[config.mk]
export PLATFORM = sky130hd
export DESIGN_NAME = dprr_ctrl_flat
export DESIGN_NICKNAME = d
export VERILOG_FILES = /design/src/dprr_pkg.sv /design/src/dprr_if.sv /design/src/dprr_ctrl.sv /design/src/flat_wrapper.sv
export VERILOG_INCLUDE_DIRS = /design/src
export SDC_FILE = /design/constraint.sdc
export NUM_CORES = 1
export LEC_CHECK = 0
export BUFFER_PORTS_ARGS = -buffer_cell sky130_fd_sc_hd__buf_2
export CAP_MARGIN = 20
export CELL_PAD_IN_SITES_DETAIL_PLACEMENT = 1
export CELL_PAD_IN_SITES_GLOBAL_PLACEMENT = 1
export CORE_UTILIZATION = 38
export CTS_CLUSTER_SIZE = 30
export DETAILED_ROUTE_END_ITERATION = 12
export GPL_ROUTABILITY_DRIVEN = 0
export PLACE_DENSITY = 0.87
export SLEW_MARGIN = 20
export SYNTH_ARGS = -nofsm -noshare
export SYNTH_HDL_FRONTEND = slang
export SYNTH_SLANG_ARGS = --single-unit
[constraint.sdc]
create_clock -name clk -period 2.75 [get_ports clk]
set_input_delay 0.4125 -clock clk [delete_from_list [all_inputs] [get_ports clk]]
set_output_delay 0.4125 -clock clk [all_outputs]
set_load 0.01 [all_outputs]
[src/dprr_defs.svh]
// Constants for the debug power and reset request block.
// Assumes inclusion by package and modules of this block only.
`ifndef DPRR_DEFS_SVH
`define DPRR_DEFS_SVH
`define DPRR_N_DOMAINS      4
`define DPRR_N_SYSDOM       2
`define DPRR_N_ENTRIES      4
`define DPRR_OFS_CTRL       12'h000
`define DPRR_OFS_STATUS     12'h004
`define DPRR_OFS_ENTRY0     12'h010
`define DPRR_PRESENT_VALID  2'h3
`define DPRR_RST_PULSE_CYC  4'h4
`define DPRR_GATE_NONINV    3'h0
`define DPRR_GATE_NSINV     3'h1
`define DPRR_GATE_ROOTINV   3'h2
`define DPRR_GATE_SECINV    3'h3
`define DPRR_GATE_NONE      3'h4
`define DPRR_SYS_ROUTE      4'h3
`endif

[src/dprr_pkg.sv]
// Types shared by the debug power and reset request ends.
// Assumes dprr_defs.svh is on the include path.
package dprr_pkg;
  `include "dprr_defs.svh"
  typedef enum logic [1:0] {DPRR_RST_IDLE, DPRR_RST_HELD, DPRR_RST_ACKED} dprr_rst_e;
  // Directory entry: presence, power id valid, power domain number
  typedef struct packed {
    logic [1:0] presence;
    logic       power_id_valid_flag;
    logic [3:0] power_domain_number;
  } dprr_entry_s;
endpackage

[src/dprr_if.sv]
// Link between the debugger-side controller and the power/reset device end.
// Assumes one clock shared by both ends.
interface dprr_if;
  import dprr_pkg::*;
  logic [`DPRR_N_DOMAINS-1:0] domain_power_control;
  logic [`DPRR_N_SYSDOM-1:0]  system_power_control;
  logic                       debug_reset_request_bit;
  logic                       debug_reset_ack_bit;
  dprr_entry_s                directory_entry [`DPRR_N_ENTRIES];
  modport dev (input domain_power_control, system_power_control, debug_reset_request_bit,
               output debug_reset_ack_bit, directory_entry);
  modport ctl (output domain_power_control, system_power_control, debug_reset_request_bit,
               input debug_reset_ack_bit, directory_entry);
endinterface

[src/dprr_ctrl.sv]
// Controller end: AXI4-Lite registers for software, drives the link.
// Assumes one clock; software polls status.
module dprr_ctrl
  import dprr_pkg::*;
(
  // Clock and reset
  input  wire logic        clk,
  input  wire logic        sys_rst,
  // AXI4-Lite write
  input  wire logic [11:0] s_axi_awaddr,
  input  wire logic        s_axi_awvalid,
  output logic             s_axi_awready,
  input  wire logic [31:0] s_axi_wdata,
  input  wire logic [3:0]  s_axi_wstrb,
  input  wire logic        s_axi_wvalid,
  output logic             s_axi_wready,
  output logic [1:0]       s_axi_bresp,
  output logic             s_axi_bvalid,
  input  wire logic        s_axi_bready,
  // AXI4-Lite read
  input  wire logic [11:0] s_axi_araddr,
  input  wire logic        s_axi_arvalid,
  output logic             s_axi_arready,
  output logic [31:0]      s_axi_rdata,
  output logic [1:0]       s_axi_rresp,
  output logic             s_axi_rvalid,
  input  wire logic        s_axi_rready,
  // Link
  dprr_if.ctl              lnk
);
  typedef struct packed {
    logic                       aw_ok;
    logic [11:0]                awaddr;
    logic                       w_ok;
    logic [31:0]                wdata;
    logic [3:0]                 wlanes;
    logic                       bvalid;
    logic [1:0]                 bresp;
    logic                       rvalid;
    logic [31:0]                rdata;
    logic [1:0]                 rresp;
    logic [`DPRR_N_ENTRIES-1:0] use_en;
    logic [`DPRR_N_ENTRIES-1:0] saved;
    logic [`DPRR_N_DOMAINS-1:0] dom;
    logic [`DPRR_N_SYSDOM-1:0]  sys;
    logic                       rrq;
  } dprr_ctl_s;
  dprr_ctl_s s_reg, s_next;

  logic [`DPRR_N_ENTRIES-1:0] ent_valid;
  logic [`DPRR_N_DOMAINS-1:0] dom_want;
  logic [31:0]                status_word;
  logic [11:0]                ra;
  logic [3:0]                 eidx;

  generate
    for (genvar e = 0; e < `DPRR_N_ENTRIES; e++) begin : g_ent
      assign ent_valid[e] = (lnk.directory_entry[e].presence == `DPRR_PRESENT_VALID)
                            && lnk.directory_entry[e].power_id_valid_flag;
    end
  endgenerate

  always_comb begin
    dom_want = '0;
    for (int e = 0; e < `DPRR_N_ENTRIES; e++)
      if (ent_valid[e] && s_reg.use_en[e] && !s_reg.saved[e])
        dom_want[lnk.directory_entry[e].power_domain_number[1:0]] = 1'b1;
  end

  assign status_word = {24'h0, 4'(ent_valid), 2'h0, lnk.debug_reset_ack_bit, s_reg.rrq};

  always_comb begin
    s_next = s_reg;
    ra = s_axi_araddr;
    eidx = 4'(ra[5:2] - 4'h4);
    s_next.dom = dom_want;
    if (s_axi_awvalid && !s_reg.aw_ok) begin
      s_next.aw_ok = 1'b1;
      s_next.awaddr = s_axi_awaddr;
    end
    if (s_axi_wvalid && !s_reg.w_ok) begin
      s_next.w_ok = 1'b1;
      s_next.wdata = s_axi_wdata;
      s_next.wlanes = s_axi_wstrb;
    end
    if (s_reg.aw_ok && s_reg.w_ok && !s_reg.bvalid) begin
      s_next.aw_ok = 1'b0;
      s_next.w_ok = 1'b0;
      s_next.bvalid = 1'b1;
      s_next.bresp = 2'h0;
      if (s_reg.awaddr == `DPRR_OFS_CTRL) begin
        if (s_reg.wlanes[0]) begin
          s_next.use_en = s_reg.wdata[3:0];
          s_next.saved = s_reg.wdata[7:4] & s_reg.wdata[3:0];
        end
        if (s_reg.wlanes[1]) s_next.sys = s_reg.wdata[9:8];
        if (s_reg.wlanes[2]) s_next.rrq = s_reg.wdata[16];
      end else if (s_reg.awaddr != `DPRR_OFS_STATUS) begin
        s_next.bresp = 2'h2;
      end
    end
    if (s_reg.bvalid && s_axi_bready) s_next.bvalid = 1'b0;
    if (s_axi_arvalid && !s_reg.rvalid) begin
      s_next.rvalid = 1'b1;
      s_next.rresp = 2'h0;
      s_next.rdata = 32'h0;
      if (ra == `DPRR_OFS_CTRL)
        s_next.rdata = {15'h0, s_reg.rrq, 6'h0, s_reg.sys, s_reg.saved, s_reg.use_en};
      else if (ra == `DPRR_OFS_STATUS)
        s_next.rdata = status_word;
      else if (ra[11:4] == 8'h01)
        s_next.rdata = {25'h0, lnk.directory_entry[eidx[1:0]]};
      else
        s_next.rresp = 2'h2;
    end
    if (s_reg.rvalid && s_axi_rready) s_next.rvalid = 1'b0;
  end

  always_ff @(posedge clk or posedge sys_rst) begin
    if (sys_rst) s_reg <= '0;
    else s_reg <= s_next;
  end

  assign s_axi_awready = !s_reg.aw_ok;
  assign s_axi_wready = !s_reg.w_ok;
  assign s_axi_bvalid = s_reg.bvalid;
  assign s_axi_bresp = s_reg.bresp;
  assign s_axi_arready = !s_reg.rvalid;
  assign s_axi_rvalid = s_reg.rvalid;
  assign s_axi_rdata = s_reg.rdata;
  assign s_axi_rresp = s_reg.rresp;
  assign lnk.domain_power_control = s_reg.dom;
  assign lnk.system_power_control = s_reg.sys;
  assign lnk.debug_reset_request_bit = s_reg.rrq;
endmodule // dprr_ctrl

[src/flat_wrapper.sv]
// flat-port wrapper written by rule: the top's interface ports become plain ports
module dprr_ctrl_flat import dprr_pkg::*;
  (clk, sys_rst, s_axi_awaddr, s_axi_awvalid, s_axi_awready, s_axi_wdata, s_axi_wstrb, s_axi_wvalid, s_axi_wready, s_axi_bresp, s_axi_bvalid, s_axi_bready, s_axi_araddr, s_axi_arvalid, s_axi_arready, s_axi_rdata, s_axi_rresp, s_axi_rvalid, s_axi_rready, lnk_domain_power_control, lnk_system_power_control, lnk_debug_reset_request_bit, lnk_debug_reset_ack_bit, lnk_directory_entry);
  dprr_if lnk_i ();
  input  wire logic clk;
  input  wire logic sys_rst;
  input  wire logic [11:0] s_axi_awaddr;
  input  wire logic s_axi_awvalid;
  output logic s_axi_awready;
  input  wire logic [31:0] s_axi_wdata;
  input  wire logic [3:0] s_axi_wstrb;
  input  wire logic s_axi_wvalid;
  output logic s_axi_wready;
  output logic [1:0] s_axi_bresp;
  output logic s_axi_bvalid;
  input  wire logic s_axi_bready;
  input  wire logic [11:0] s_axi_araddr;
  input  wire logic s_axi_arvalid;
  output logic s_axi_arready;
  output logic [31:0] s_axi_rdata;
  output logic [1:0] s_axi_rresp;
  output logic s_axi_rvalid;
  input  wire logic s_axi_rready;
  output wire logic [$bits(lnk_i.domain_power_control)-1:0] lnk_domain_power_control;
  output wire logic [$bits(lnk_i.system_power_control)-1:0] lnk_system_power_control;
  output wire logic [$bits(lnk_i.debug_reset_request_bit)-1:0] lnk_debug_reset_request_bit;
  input wire logic [$bits(lnk_i.debug_reset_ack_bit)-1:0] lnk_debug_reset_ack_bit;
  input wire logic [$bits(lnk_i.directory_entry)-1:0] lnk_directory_entry;
  assign lnk_domain_power_control = lnk_i.domain_power_control;
  assign lnk_system_power_control = lnk_i.system_power_control;
  assign lnk_debug_reset_request_bit = lnk_i.debug_reset_request_bit;
  assign lnk_i.debug_reset_ack_bit = lnk_debug_reset_ack_bit;
  assign lnk_i.directory_entry = {>>{lnk_directory_entry}};
  dprr_ctrl u_core (.clk(clk), .sys_rst(sys_rst), .s_axi_awaddr(s_axi_awaddr), .s_axi_awvalid(s_axi_awvalid), .s_axi_awready(s_axi_awready), .s_axi_wdata(s_axi_wdata), .s_axi_wstrb(s_axi_wstrb), .s_axi_wvalid(s_axi_wvalid), .s_axi_wready(s_axi_wready), .s_axi_bresp(s_axi_bresp), .s_axi_bvalid(s_axi_bvalid), .s_axi_bready(s_axi_bready), .s_axi_araddr(s_axi_araddr), .s_axi_arvalid(s_axi_arvalid), .s_axi_arready(s_axi_arready), .s_axi_rdata(s_axi_rdata), .s_axi_rresp(s_axi_rresp), .s_axi_rvalid(s_axi_rvalid), .s_axi_rready(s_axi_rready), .lnk(lnk_i));
endmodule
== After elaboration in Yosys (flattened, before gate mapping) ==
Cells that the tools add are included.

* Register bits: 103
* Bits in latches: 0
* Bits in writable memories: 0
* Bits in read-only memories: 0
* Bits of input ports: 96
* Output and inout bits: 48
* Word-level logic and storage cells: 108
* Memories: 0

* $add $sub $neg: 1
* $mul: 0
* Div/mod/pow operators: 0
* Magnitude comparators: 9
* Equal/unequal tests: 7
* Shift-type cells: 0
* Muxes and demuxes: 31
* Bitwise gates (word level): 5
* Reduce and logical (&&, ||, !) cells: 40

{| class="wikitable"
|+ Operators with widths
! kind !! number
|-
| 32-bit 2-to-1 mux || 2
|-
| 37-bit 2-to-1 mux || 1
|-
| 35-bit 2-to-1 mux || 1
|-
| 12-bit zero test || 2
|-
| 1-bit logical AND || 23
|-
| 7-bit 2-to-1 mux || 3
|-
| 4-bit 2-to-1 mux || 4
|-
| 7-bit binary-select mux with 2-bit select || 1
|-
| 13-bit 2-to-1 mux || 1
|-
| 12-bit by 3-bit equality test with 1-bit output (second input constant) || 1
|-
| 2-bit by 3-bit < comparator with 1-bit output (second input constant) || 4
|-
| 12-bit by 3-bit inequality test with 1-bit output (second input constant) || 1
|-
| 4-bit OR || 3
|-
| 2-bit 2-to-1 mux || 5
|-
| 3-bit AND reduction || 3
|-
| 1-bit demux with 2-bit select || 4
|-
| 2-bit equality test (second input constant) || 4
|-
| 8-bit by 1-bit equality test with 1-bit output (second input constant) || 1
|-
| 2-bit by 1-bit greater-or-equal comparator with 1-bit output (second input constant) || 4
|-
| 1-bit zero test || 8
|-
| 1-bit 2-to-1 mux || 8
|-
| 2-bit nonzero test || 4
|-
| 4-bit AND || 1
|-
| 3-bit greater-or-equal comparator (second input constant) || 1
|-
| 3 further kinds || 3
|}

== Depth between registers and ports, before layout ==
* Depth after elaboration: 11
* Gate-level depth with buffers: 5
* Gate-level depth less buffers: 4

== Worst setup path before layout ==
Ideal clock, no wire load.

* Path kind: input to register
* From: input s_axi_araddr[3]
* To: register u_core.s_reg, in the netlist u_core.s_axi_rdata[0]
* Library setup time: 123 ps
* Arrival: 1333 ps
* Slack: 1294 ps
* Cell stages on the path: 5
* Cell sequence: buf_6 mux4_2 nand4_1 o211ai_1 o221a_2

* Cells in the longest elaborated chain, start to end: 8

{| class="wikitable"
|+ Ends and longest elaborated chain
! what !! line !! RTL
|-
| from (decl) || flat_wrapper.sv:17 || <nowiki>input wire logic [11:0] s_axi_araddr;</nowiki>
|-
| 2-bit by 1-bit subtractor with 2-bit output || dprr_ctrl.sv:75 || <nowiki>eidx = 4'(ra[5:2] - 4'h4);</nowiki>
|-
| 2-bit inverter with 3-bit output (implied by the code) || dprr_ctrl.sv:112 || <nowiki>s_next.rdata = {25'h0, lnk.directory_entry[eidx[1:0]]};</nowiki>
|-
| 7-bit binary-select mux with 2-bit select || dprr_ctrl.sv:112 ||
|-
| 7-bit 2-to-1 mux (implied by the code) (2 in series) || dprr_ctrl.sv:112 ||
|-
| 7-bit 2-to-1 mux || dprr_ctrl.sv:111 || <nowiki>else if (ra[11:4] == 8'h01)</nowiki>
|-
| 32-bit 2-to-1 mux || dprr_ctrl.sv:109 || <nowiki>else if (ra == `DPRR_OFS_STATUS)</nowiki>
|-
| 32-bit 2-to-1 mux (*) || dprr_ctrl.sv:107 || <nowiki>if (ra == `DPRR_OFS_CTRL)</nowiki>
|-
| to (signal assigned) || dprr_ctrl.sv:121 || <nowiki>else s_reg <= s_next;</nowiki>
|-
| to (decl) || dprr_ctrl.sv:48 || <nowiki>dprr_ctl_s s_reg, s_next;</nowiki>
|}

Mark *: on every way between the ends. The rest lies on a longest branch, timed or not. The select of a mux whose other input is x is not followed.
A chain may end at the register's enable or synchronous reset.

== Worst setup path after layout ==
* From: input s_axi_araddr[3]
* To: register u_core.s_reg, in the netlist u_core.s_axi_rdata[5]

The elaborated chain is that of the path after synthesis.

==> summary.txt <==
Routing
  – Routed WL per cell: around 16 µm
  – Residual DRC: 0
  – 1st-iter DRT viols: approximately 140
  – WL final: 7390 µm
  – Pre-antenna DRT Iters: 4
  – Final ANT Viol Nets: 0
  – Vias post-DR: 2285
  – Mean number of vias per cell: 5.02

Layout
  – # diodes: 0
  – Max reg flops: 36
  – Area grow syn2layout: 18.6%
  – Fin nets: 444
  – Layout cell share with drive strength beyond 1: 47.0%

Setup path
  – Crit path capture type: flop
  – Critical Path, Cell by Cell: buf_2 -> nor4_2 -> and4_1 -> a22oi_1 -> o21ai_1
  – Crit path max-delay family: simple AND/OR/NAND/NOR gates
  – Slack of the worst reg-to-reg path: 1.13 ns
  – Critical path class: in2reg
  – CP required: 3.00 ns
  – WP data arrival: 1.88 ns
  – Crit Path Max Fanout: 12
  – Crit path largest cell delay: roughly 0.52 ns
  – Crit path buf inv count: 1
  – Max stage delay cell, worst path: nor4_2
  – Critical Path Source Type: input port

Clock network
  – Postcts setup bufs: 0
  – Htree depth: 3
  – Clock Latency Late Sink: approximately 0.33 ns
  – CTS tree: done
  – Hold buffer count at cts: 0
  – Total clock sinks: 58
  – Clock Root Buffer: clkbuf_8
  – Clock slew at reported path FFs: 0.07 ns
  – Cts repair resizes: 0
  – Clk buf depth: 2
  – TritonCTS Buffers: 9

STA
  – Sum of negative setup slack: 0 ns
  – Fin crit period: 1.62 ns
  – Final Setup Violations: 0
  – Worst hold slack: 0.249 ns
  – Max-slew violations: 0
  – Period utilization: approximately 60%
  – Max Clock Skew: about 0.0095 ns
  – Final Hold Vio Count: 0
  – Max Freq: just over 600 MHz
  – Worst slew pin tran: 0.950 ns
  – Unrepaired setup endpoints after global routing: false
  – Max_slew headroom: 36.6%
  – Setup WS post-layout: 1.13 ns

Synthesis
  – Seq cells post-synth: 58
  – Post-synth cell types: 53
  – Leading area contributor after synthesis: dfrtp_1
  – Synth warn: 0
  – Top FF cell, synth: dfrtp_1
  – Sequential area share after synthesis: a little under half
  – Mapped Avg Cell Area: ~12 µm²
  – Number of flops mapped to enable cells by yosys: 0
  – Asr flop ratio synth: between 90% and 100%
  – Synth Cell Area: 3110 µm²
  – Yosys top cell area share: 46.6%
  – Top post-synthesis cells by area: dfrtp_1, mux2_2, buf_4, mux2i_1, mux4_2
  – Cells after Synth: 263

Pwr
  – PwrDens: 731 nW/µm²
  – VDD IR-drop max: 0.412 mV
  – Total power: approximately 2.7 mW
  – Lkg Pwr: between 1.5 and 2 nW

Die
  – Width of the die: 92.5 µm
  – # rows: 32
  – Io pins: 144
  – Total core area: 7810 µm²
  – Starting Density: 39.9%
  – Die height: 92.5 µm
  – Die area: 8560 µm²

Placed design
  – Detail Placement HPWL: approximately 5700 µm
  – Port Buf Inserts: 98
  – Pre-CTS setup slack: 0.773 ns

Min path
  – Tightest Hold Check Type: in2reg

Global route
  – Largest net degree at the start of global routing: 46
  – Grt total ovfl: 0
  – All-Layer GR Usage: between 10% and 20%
  – Global-route wire length before repair: about 12000 µm
  – Initial antenna violation count: 0
  – Number of global-route vias before repair: 2415

Job
  – Maxcap violations: 0

Run status
  – Outcome: finished, final reports clean
==> per-stage QoR <==
stage / instance area [µm²] / instances / util, %
after floorplan: 3200 / 285 / -
after global placement: 3470 / 439 / 44.5
after detailed placement: 3470 / 439 / 44.5
after CTS: 3690 / 455 / 47.3
after global routing: 3690 / 455 / 47.3
final: 3690 / 455 / 47.3
==> area by class of cell <==
type / instances / area (µm²)
Multi-Input combinational cell: 165 / 1330
Fill cell: 878 / 4120
Clock inverter: 7 / 93.8
Clock buffer: 9 / 124
Inverter: 12 / 45.0
Tap cell: 102 / 128
Timing Repair Buffer: 102 / 520
Sequential cell: 58 / 1450
==> cells in the final DEF, fill, tap and decap left out, drive strengths merged, types with 3 or more instances in the layout <==
| master | count |
|---|---|
| buf | 102 |
| clkinv | 3 |
| o21ai | 6 |
| inv | 12 |
| nor3b | 8 |
| nand2 | 11 |
| nor4 | 4 |
| nor2 | 3 |
| nand3 | 11 |
| mux4 | 4 |
| dfrtp | 58 |
| clkbuf | 9 |
| mux2i | 10 |
| o22ai | 3 |
| o21a | 3 |
| a22oi | 3 |
| a22o | 3 |
| conb | 23 |
| nand4 | 4 |
| nor2b | 5 |
| o211ai | 3 |
| mux2 | 34 |
==> power by group <==
group	internal, mW	total (mW)	switching, mW
combinational	0.332	0.604	0.272
clock	0.508	0.861	0.353
sequential	1.09	1.23	0.143
total	1.93	2.70	0.769
==> path summary, 6_finish.rpt <==
| path | startpoint | to | cells after the start |
|---|---|---|---|
| min | s_axi_bready | u_core.s_axi_bvalid$_DFFE_PP0P_ | 2 |
| max | s_axi_araddr[3] | u_core.s_axi_rdata[5]$_DFFE_PP0P_ | 5 |
| min in group asynchronous | sys_rst | u_core.s_reg[90]$_DFFE_PP0P_ | 2 |
| max in group asynchronous | sys_rst | u_core.s_axi_rdata[1]$_DFFE_PP0P_ | 3 |
| min reg2reg | u_core.s_axi_rdata[7]$_DFFE_PP0P_ | u_core.s_axi_rdata[7]$_DFFE_PP0P_ | 2 |
| max reg2reg | u_core.s_reg[90]$_DFFE_PP0P_ | u_core.s_reg[14]$_DFFE_PP0P_ | 4 |
==> routing by layer <==
metal	vias up	wire length (µm)	global-route usage, %
li1	1061	-	-
met4	0	150	6.77
met2	97	3630	31.4
met3	18	608	6.57
met5	-	0	0
met1	1109	3000	22.4
==> cells in the mapped netlist (3+ instances only) <==
master and number:
dfrtp_1 58, buf_4 44, mux2_2 34, inv_1 12, nand2_1 11, mux2i_1 10, nand3_1 9, nor3b_1 8
nor2b_1 5, nand4_1 4, a22o_1 3, a22oi_1 3, mux4_2 3, o211ai_1 3, o21a_1 3, o21ai_0 3
o21ai_1 3, o22ai_1 3
==> worst reg2reg max path, stage by stage, from the launching register on <==
cell and delay (ns):
dfrtp_1 0.38, nor4_1 0.33, and3_2 0.32, nand3_4 0.17
mux2_2 0.31
==> kinds of logic after synthesis <==
family	after synthesis	synth area share, %
buffers and inverters	62	13.3
flip-flops	58	46.6
AND/OR/NAND/NOR	58	12.4
multiplexers	48	18.5
AO/OA/AOI/OAI	36	9.00
other	1	0.120
No activity file was read; power rests on OpenSTA's default activity.
